$ cat src/ir_xcvr_map.vh
// Register map, field positions, reset values and timing counts of the transceiver interface
// Summary of operation
// - Shutdown output follows power-down input except during mode-set sequence
// - Polarity one: power-down drives shutdown low
// - Polarity zero: power-down drives shutdown high
// - Power-down input puts device in power-down
// - Config bits 6,5,4 at index 5
// - Select one: A up to 115.2k, B above
// - Select zero: only input A, B ignored
// - Receive polarity zero low, one high
// - Mode-set bit starts sequence, self-clears after
// - FIR: both high, shutdown drops, transmit drops
// - Other modes: shutdown pulse, transmit held low
// - Active-low shutdown inverts sequence shutdown levels
// - Crystal select bit 4 at index 6
// - Slow crystal limits speed to 1.152 Mbps
// - Transmit output is active high
// - Power-down stops oscillator, low current
`ifndef IR_XCVR_MAP_VH
`define IR_XCVR_MAP_VH

// ********************************************************
// Register indices; byte address is four times the index
// ********************************************************
`define IDX_CTRL_PRIMARY    6'h04
`define IDX_XCVR_CONFIG     6'h05
`define IDX_MODE_SPEED      6'h06
`define IDX_STATUS          6'h08

// ********************************************************
// Field positions
// ********************************************************
`define BIT_TX_EN           0
`define BIT_RX_EN           1
`define BIT_MODE_SET        7
`define BIT_RX_POL          4
`define BIT_RX_SEL          5
`define BIT_SD_POL          6
`define BIT_XTAL_SEL        4
`define SPEED_LSB           0
`define SPEED_MSB           3
`define MODE_LSB            5
`define MODE_MSB            6

// ********************************************************
// Encodings and reset values
// ********************************************************
`define MODE_FIR            2'h3
`define SPEED_FIRST_FAST    4'h6
`define SPEED_1M152         4'h7
`define SPEED_4M            4'h8
`define RST_CTRL_PRIMARY    8'h00
`define RST_XCVR_CONFIG     8'h00
`define RST_MODE_SPEED      8'h00

// ********************************************************
// Timing
// ********************************************************
`define CLK_MHZ             25
`define STEP_NS             300
`define STEP_CYCLES         ((`STEP_NS * `CLK_MHZ + 999) / 1000)

`endif

$ cat src/ir_xcvr_if.v
// Infrared transceiver module interface with APB register slave
`timescale 1ns/1ns
`include "ir_xcvr_map.vh"
module ir_xcvr_if
(
    input  wire        clk,
    input  wire        srst,
    input  wire        ce,
    input  wire [7:0]  paddr,
    input  wire        psel,
    input  wire        penable,
    input  wire        pwrite,
    input  wire [31:0] pwdata,
    input  wire [3:0]  pstrb,
    output reg  [31:0] prdata,
    output reg         pready,
    output reg         pslverr,
    input  wire        power_down_n,
    input  wire        ir_rx_in_a,
    input  wire        ir_rx_in_b,
    input  wire        tx_data,
    output reg         ir_tx_out,
    output reg         module_shutdown_out,
    output reg         rx_pulse,
    output reg         osc_stop,
    output reg         powered_down
);
    // ********************************************************
    // Declarations
    // ********************************************************
    localparam [2:0] S_IDLE = 3'b001;
    localparam [2:0] S_HIGH = 3'b010;
    localparam [2:0] S_TAIL = 3'b100;
    localparam integer STEP_LAST_I = `STEP_CYCLES - 1;
    localparam [4:0] STEP_LAST = STEP_LAST_I[4:0];

    wire [2:0] pins_sync;
    wire       pdn_s;
    wire       rx_a_s;
    wire       rx_b_s;
    wire       pd_active;
    wire       wr_en;
    // Per-register write strobes
    wire       wr_ctrl;
    wire       wr_cfg;
    wire       wr_ms;
    wire       rd_setup;
    wire [5:0] idx;
    wire       mapped;
    wire       xtal_slow;
    wire       is_fir;
    wire [3:0] speed_req;
    wire [3:0] speed_eff;
    wire       speed_limited;
    wire       use_b;
    wire       rx_raw;
    wire       busy;
    wire       start_seq;
    wire       step_done;

    reg  [7:0] ctrl_q;
    reg  [7:0] cfg_q;
    reg  [7:0] ms_q;
    reg  [2:0] state_q;
    reg  [2:0] state_d;
    reg  [4:0] cnt_q;
    reg  [4:0] cnt_d;
    reg        seq_sd;
    reg        seq_tx;
    reg        seq_drive;
    reg  [7:0] rd_byte;

    // ********************************************************
    // Register index decode, shared by read and write paths
    // ********************************************************
    // Unaligned addresses miss every register and draw pslverr
    function hit;
        input [7:0] addr;
        input [5:0] index;
        begin
            hit = (addr[1:0] == 2'h0) && (addr[7:2] == index);
        end
    endfunction

    // ********************************************************
    // Pin synchronisers
    // ********************************************************
    pin_sync #(.WIDTH(3)) u_sync
    (
        .clk      (clk),
        .srst     (srst),
        .ce       (ce),
        .async_in ({power_down_n, ir_rx_in_b, ir_rx_in_a}),
        .sync_out (pins_sync)
    );

    // Reset loads ones: pins read idle, power-down not asserted
    assign pdn_s     = pins_sync[2];
    assign rx_b_s    = pins_sync[1];
    assign rx_a_s    = pins_sync[0];
    assign pd_active = ~pdn_s;

    // ********************************************************
    // APB access decode
    // ********************************************************
    assign idx      = paddr[7:2];
    assign mapped   = hit(paddr, `IDX_CTRL_PRIMARY) | hit(paddr, `IDX_XCVR_CONFIG)
                    | hit(paddr, `IDX_MODE_SPEED) | hit(paddr, `IDX_STATUS);
    // Write lands only at the completing edge, lane 0 only
    assign wr_en    = psel & penable & pready & pwrite & pstrb[0] & mapped;
    assign rd_setup = psel & ~penable;

    // One decode per register, shared by register file and sequencer
    assign wr_ctrl  = wr_en & hit(paddr, `IDX_CTRL_PRIMARY);
    assign wr_cfg   = wr_en & hit(paddr, `IDX_XCVR_CONFIG);
    assign wr_ms    = wr_en & hit(paddr, `IDX_MODE_SPEED);

    // ********************************************************
    // Mode and speed derivation
    // ********************************************************
    assign xtal_slow     = ms_q[`BIT_XTAL_SEL];
    assign is_fir        = ms_q[`MODE_MSB:`MODE_LSB] == `MODE_FIR;
    assign speed_req     = ms_q[`SPEED_MSB:`SPEED_LSB];
    // Clamp keeps input selection consistent with the real rate
    // Slow crystal cannot make 4 Mbps; clamp rather than fault
    assign speed_limited = xtal_slow && (speed_req >= `SPEED_4M);
    assign speed_eff     = speed_limited ? `SPEED_1M152 : speed_req;

    // ********************************************************
    // Receive input selection and polarity
    // ********************************************************
    // Input B only at fast speeds; single-output modules tie it off
    assign use_b  = cfg_q[`BIT_RX_SEL] && (speed_eff >= `SPEED_FIRST_FAST);
    assign rx_raw = use_b ? rx_b_s : rx_a_s;

    // ********************************************************
    // Mode-setting sequencer
    // ********************************************************
    // High and tail steps each last STEP_CYCLES cycles
    // Pins lag the state by one flop, so the walk shows a cycle late
    // A start that lands while busy is dropped, not queued
    assign busy      = ~state_q[0];
    // Sequence is refused on slow crystal or while powered down
    assign start_seq = wr_ctrl && pwdata[`BIT_MODE_SET]
                     && !busy && !xtal_slow && !pd_active;
    assign step_done = cnt_q == STEP_LAST;

    // Next state and step counter
    always @*
    begin
        state_d = state_q;
        cnt_d   = cnt_q;
        case (state_q)
            S_IDLE:
            begin
                cnt_d = 5'h00;
                if (start_seq)
                    state_d = S_HIGH;
            end
            S_HIGH:
            begin
                cnt_d = cnt_q + 5'h01;
                if (step_done)
                begin
                    cnt_d   = 5'h00;
                    state_d = S_TAIL;
                end
            end
            S_TAIL:
            begin
                cnt_d = cnt_q + 5'h01;
                if (step_done)
                begin
                    cnt_d   = 5'h00;
                    state_d = S_IDLE;
                end
            end
            default:
            begin
                cnt_d   = 5'h00;
                state_d = S_IDLE;
            end
        endcase
        // Oscillator stops in power-down, so the sequence is abandoned
        if (pd_active)
        begin
            cnt_d   = 5'h00;
            state_d = S_IDLE;
        end
    end

    // Polarity is applied at the pin flop, not here
    // Active-high pin levels for each sequence step
    always @*
    begin
        seq_sd    = 1'b0;
        seq_tx    = 1'b0;
        seq_drive = 1'b0;
        case (state_q)
            S_IDLE:
            begin
                seq_drive = 1'b0;
            end
            S_HIGH:
            begin
                seq_drive = 1'b1;
                seq_sd    = 1'b1;
                seq_tx    = is_fir;
            end
            S_TAIL:
            begin
                seq_drive = 1'b1;
                seq_sd    = 1'b0;
                seq_tx    = is_fir;
            end
            default:
            begin
                seq_drive = 1'b0;
            end
        endcase
    end

    // State and step counter advance only with clock enable
    always @(posedge clk)
    begin
        if (srst)
        begin
            state_q <= S_IDLE;
            cnt_q   <= 5'h00;
        end
        else if (ce)
        begin
            state_q <= state_d;
            cnt_q   <= cnt_d;
        end
    end

    // ********************************************************
    // Register file
    // ********************************************************
    // Writes land at the completing edge; read-only bits dropped here
    always @(posedge clk)
    begin
        if (srst)
        begin
            ctrl_q <= `RST_CTRL_PRIMARY;
            cfg_q  <= `RST_XCVR_CONFIG;
            ms_q   <= `RST_MODE_SPEED;
        end
        else if (ce)
        begin
            if (wr_ctrl)
            begin
                ctrl_q[6:0] <= pwdata[6:0];
            end
            // Set on start wins; clear only when the walk ends
            if (start_seq)
                ctrl_q[`BIT_MODE_SET] <= 1'b1;
            else if (!busy || state_d == S_IDLE)
                ctrl_q[`BIT_MODE_SET] <= 1'b0;
            if (wr_cfg)
                cfg_q <= {1'b0, pwdata[6:4], 4'h0};
            if (wr_ms)
                ms_q <= {1'b0, pwdata[6:0]};
        end
    end

    // ********************************************************
    // APB read data and handshake
    // ********************************************************
    // Read mux on the word index; spare words return zero
    always @*
    begin
        rd_byte = 8'h00;
        case (idx)
            `IDX_CTRL_PRIMARY: rd_byte = ctrl_q;
            `IDX_XCVR_CONFIG:  rd_byte = cfg_q;
            `IDX_MODE_SPEED:   rd_byte = ms_q;
            `IDX_STATUS:       rd_byte = {2'h0, speed_limited, busy, use_b, rx_raw, rx_pulse, pd_active};
            default:           rd_byte = 8'h00;
        endcase
    end

    // prdata holds until the next setup, so a slow master still sees it
    // Answer one cycle after setup: zero-wait access phase
    always @(posedge clk)
    begin
        if (srst)
        begin
            prdata  <= 32'h0000_0000;
            pready  <= 1'b0;
            pslverr <= 1'b0;
        end
        else if (ce)
        begin
            pready  <= rd_setup;
            pslverr <= rd_setup & ~mapped;
            if (rd_setup && !pwrite && mapped)
                prdata <= {24'h00_0000, rd_byte};
            else if (rd_setup)
                prdata <= 32'h0000_0000;
        end
    end

    // ********************************************************
    // Transceiver pins
    // ********************************************************
    // Every pin straight from a flop, so no glitch reaches the module
    always @(posedge clk)
    begin
        if (srst)
        begin
            module_shutdown_out <= 1'b0;
            ir_tx_out           <= 1'b0;
            rx_pulse            <= 1'b0;
            osc_stop            <= 1'b0;
            powered_down        <= 1'b0;
        end
        else if (ce)
        begin
            // Active-high level, then inverted for an active-low module
            module_shutdown_out <= (pd_active | seq_sd) ^ cfg_q[`BIT_SD_POL];
            // Power-down first, then sequence; receive mode beats transmit
            if (pd_active)
                ir_tx_out <= 1'b0;
            else if (seq_drive)
                ir_tx_out <= seq_tx;
            else
                ir_tx_out <= tx_data & ctrl_q[`BIT_TX_EN] & ~ctrl_q[`BIT_RX_EN];
            // Gated in power-down so a dead module never reads as a pulse
            // Normalised to active high for the receive path
            rx_pulse     <= ~pd_active & ctrl_q[`BIT_RX_EN] & (rx_raw ^ ~cfg_q[`BIT_RX_POL]);
            osc_stop     <= pd_active;
            powered_down <= pd_active;
        end
    end
endmodule // ir_xcvr_if

$ cat src/pin_sync.v
// Two-flop synchroniser for asynchronous pin inputs
`timescale 1ns/1ns
module pin_sync
#(
    parameter WIDTH = 3
)
(
    input  wire             clk,
    input  wire             srst,
    input  wire             ce,
    input  wire [WIDTH-1:0] async_in,
    output wire [WIDTH-1:0] sync_out
);
    genvar i;

    // ********************************************************
    // One two-stage chain per bit
    // ********************************************************
    generate
        for (i = 0; i < WIDTH; i = i + 1)
        begin : g_chain
            reg meta_q;
            reg stable_q;
            // First stage is read by the second stage only
            always @(posedge clk)
            begin
                if (srst)
                begin
                    meta_q   <= 1'b1;
                    stable_q <= 1'b1;
                end
                else if (ce)
                begin
                    meta_q   <= async_in[i];
                    stable_q <= meta_q;
                end
            end
            assign sync_out[i] = stable_q;
        end
    endgenerate
endmodule // pin_sync

$ cat config.mk
export PLATFORM = sky130hd
export DESIGN_NAME = ir_xcvr_if
export DESIGN_NICKNAME = d
export VERILOG_FILES = /design/src/ir_xcvr_if.v /design/src/pin_sync.v
export VERILOG_INCLUDE_DIRS = /design/src
export SDC_FILE = /design/constraint.sdc
export NUM_CORES = 1
export LEC_CHECK = 0
export BUFFER_PORTS_ARGS = -buffer_cell sky130_fd_sc_hd__buf_2
export CAP_MARGIN = 30
export CORE_UTILIZATION = 35
export DETAILED_ROUTE_END_ITERATION = 6
export HOLD_SLACK_MARGIN = 0.05
export SYNTH_ARGS = -nofsm -noshare
export SYNTH_HDL_FRONTEND = slang
export SYNTH_HIERARCHICAL = 1
export SYNTH_SLANG_ARGS = --single-unit
$ cat constraint.sdc
create_clock -name clk -period 4.8 [get_ports clk]
set_input_delay 0.96 -clock clk [delete_from_list [all_inputs] [get_ports clk]]
set_output_delay 0.96 -clock clk [all_outputs]
set_load 0.005 [all_outputs]
==> summary.md <==
| Metric | Value |
|---|---|
| Filler cells | 794 |
| Routability Congestion | 0.764 |
| First-pass GRT wire length | 9.90 mm |
| Drt initial violations | 119 |
| Postcts setup bufs | 0 |
| Clock latency on the worst-skew pair | 0.30 ns |
| Die H | 88.6 µm |
| Synth area leaders | dfxtp_1, buf_4, a21oi_1 |
| Largest area contributor in the netlist | dfxtp_1 |
| Hold Crit Class | reg2reg |
| Worst vdd rail ir drop | 120 µV |
| Crit path DAT | 2.81 ns |
| Clock buffer depth | 2 |
| DR top layer | met4 |
| Critical path capture point type | flip-flop |
| H-tree lvl count | 2 |
| Critical hold path startpoint | prdata[1] |
| Rows | 31 |
| Clock power share | 39.0% |
| Yosys top cell area share | 35.1% |
| Worst-Margin Slew | 0.778 ns |
| Vias | 2308 |
| Met3 wire length | 386 µm |
| Part of the cycle the worst path needs | 54.4% |
| Final global-route overflow total | 0 |
| Status | finished clean |
| Design area | 0.00284 mm² |
| DRC viols | 0 |
| Nets | 391 |
| DR pass1 iterations | 4 |
| Root Driver | clkbuf_8 |
| DR WL/cell | 14.1 µm |
| Max-slew headroom | 48.2% |
| Initial antenna violation count | 0 |
| Leak | 1.08 nW |
| Placed cell areas | 0.00273 mm² |
| Most frequent cells after synthesis | dfxtp_1, buf_4, a21oi_1 |
| Drt via density | 5.29 |
| Share of power burned in registers | 52.6% |
| # diodes | 0 |
| Max-slew violations | 0 |
| Die Footprint | 0.00784 mm² |
| Post-synth EDFFs | 0 |
| Count of buffers from port buffering | 41 |
| Internal | 0.564 mW |
| Gr usage total | 16.7% |
| Slowest stage delay, CP | 0.69 ns |
| Distinct cells, synth | 60 |
| Met2 Wirelength | 2.68 mm |
| Crit start category | primary input |
| Kind of cell adding the most delay to the critical path | simple AND/OR/NAND/NOR gates |
| Pin count of the biggest net entering global routing | 44 |
| P_sw | 0.177 mW |
| Crit path from | paddr[5] |
| DRT antenna net count | 0 |
| Seq/Total Area, Yosys | 35.1% |
| Setup Skew | 0.00981 ns |
| RSZ-0062 raised after global routing | no |
| WP data required | 5.00 ns |
| Ports | 93 |
| Switching part of the total | 23.9% |
| Post-cts sizing count | 0 |
| Synth Flop Type | dfxtp_1 |
| Worst-path clk slew | 0.09 ns |
| Critical path peak fanout | 12 |
| Crit-path cells | buf_2 -> nor4b_4 -> and2_1 -> nand4_1 -> a221oi_1 |
| Final setup viols | 0 |
| Syn Inst Count | 311 |
| Max-cap violations | 0 |
| Max stage delay cell, worst path | nor4b_4 |
| Count leader, synth | dfxtp_1 |
| Logic pwr share | 8.4% |
| YS warnings | 6 |
| Met1 Wirelength | 2.97 mm |
| Mapped Area | 0.00262 mm² |
| Share of cells above drive strength 1 | 19.0% |
| Max Clk Rate | 383 MHz |
| Setup tns final | 0 ns |
| # hold bufs at CTS | 0 |
| CP Class | in2reg |
| Syn avg cell area | 8.43 µm² |
| Synth-to-Final Area Change | 8.16% |
| Core area | 0.00725 mm² |
| Buf/Inv on CP | 1 |
| Die Wd | 88.6 µm |
| Ys async rst share | 0% |
| Total CTS buffers | 5 |
| Final hold vios | 0 |
| Vias in the first global route | 2004 |
| Period minus WS final | 2.61 ns |
| Reg2reg start | pready |
| Final wirelength | 6.15 mm |
| DP HPWL | 4.31 mm |
| CTS tree | built |
| Initial Util | 36.2% |
| Total power per unit cell area | 261 mW/mm² |
| CTS sink cnt | 46 |
| Yosys reg bits | 46 |
==> final cells by class <==
| class | count | area, µm² | area share [%] |
|---|---|---|---|
| multi-input combinational | 235 | 1440 | 50.9 |
| sequential | 46 | 921 | 32.5 |
| timing repair buffer | 42 | 216 | 7.63 |
| tap | 99 | 124 | 4.37 |
| clock buffer | 6 | 72.6 | 2.56 |
| clock inverter | 2 | 37.5 | 1.32 |
| inverter | 6 | 22.5 | 0.794 |
==> power by group through the flow <==
stage	clock [mW]	combinational [mW]	sequential [mW]
detailed placement	0	0.0618	0.398
finish	0.289	0.0622	0.390
floorplan	0	0.0579	0.397
global route	0.311	0.0707	0.390
global placement	0	0.0614	0.398
CTS	0.296	0.0621	0.389
==> routing by layer <==
metal	global-route usage, %	vias to the layer above
met3	3.73	9
met4	6.30	0
met2	26.2	111
met5	0	-
li1	-	1130
met1	22.2	1058
==> sequential cells by signal, indices dropped and copies added (netlist names) <==
signal / flops
ctrl_q: 8
prdata: 8
ms_q: 7
cnt_q: 5
cfg_q: 3
state_q: 3
u_sync/g_chain.meta_q: 3
u_sync/g_chain.stable_q: 3
ir_tx_out: 1
module_shutdown_out: 1
powered_down: 1
pready: 1
pslverr: 1
rx_pulse: 1
==> cells by family (layout without fill, tap and decap cells) <==
kind of cell | Yosys count | after routing | synth area share, %
compound gates | 90 | 90 | 21.9
xor+xnor | 3 | 3 | 1.29
fa+ha+maj | 1 | 1 | 0.477
buf+inv | 53 | 56 | 13.2
flops | 46 | 46 | 35.1
mux | 3 | 3 | 1.19
other cells | 1 | 24 | 0.143
simple gates | 114 | 114 | 26.8
==> through the flow <==
step	std cells	setup WS (ns)	hold WS [ns]	util, %	power [mW]
after floorplan	334	2.63	0.427	-	0.455
after global placement	427	1.80	0.437	37.4	0.460
after detailed placement	428	1.90	0.443	37.6	0.460
after CTS	436	2.21	0.456	39.1	0.748
after global routing	436	2.06	0.472	39.1	0.771
final	436	2.19	0.452	39.1	0.741
==> placed cells by master (no fill, tap or decap), types with 3 or more instances in the layout <==
master | Yosys | routed
a22oi_1 | 4 | 4
nor2b_1 | 3 | 3
o31ai_1 | 3 | 3
o21ai_0 | 6 | 6
and3b_1 | 3 | 3
a211o_1 | 6 | 6
nand2_1 | 23 | 23
dfxtp_1 | 46 | 46
o21ai_1 | 21 | 21
nand2b_1 | 4 | 4
a21oi_1 | 29 | 29
nor3b_1 | 3 | 3
nor2_1 | 11 | 11
clkbuf_8 | 0 | 5
inv_1 | 5 | 5
a21o_1 | 4 | 4
conb_1 | 1 | 24
or3_1 | 3 | 3
nor3_1 | 5 | 5
nand3_1 | 27 | 27
nand3b_1 | 4 | 4
a221oi_1 | 3 | 3
nor2b_2 | 4 | 4
nand4b_1 | 3 | 3
buf_2 | 6 | 41
and3_1 | 3 | 3
==> worst paths after layout <==
kind	to	slack (ns)	cells past startpoint
hold reg to reg	prdata[1]	0.45	2
setup / recovery	state_q[1]	2.19	5
hold / removal	prdata[1]	0.45	2
setup reg to reg	ctrl_q[6]	3.08	4
==> tightest hold or removal path, cell delays in order, from the launching register on <==
cell	delay [ns]
dfxtp_1	0.32
nand2_1	0.05
o21ai_1	0.05
(Power assumes the default switching activity.)
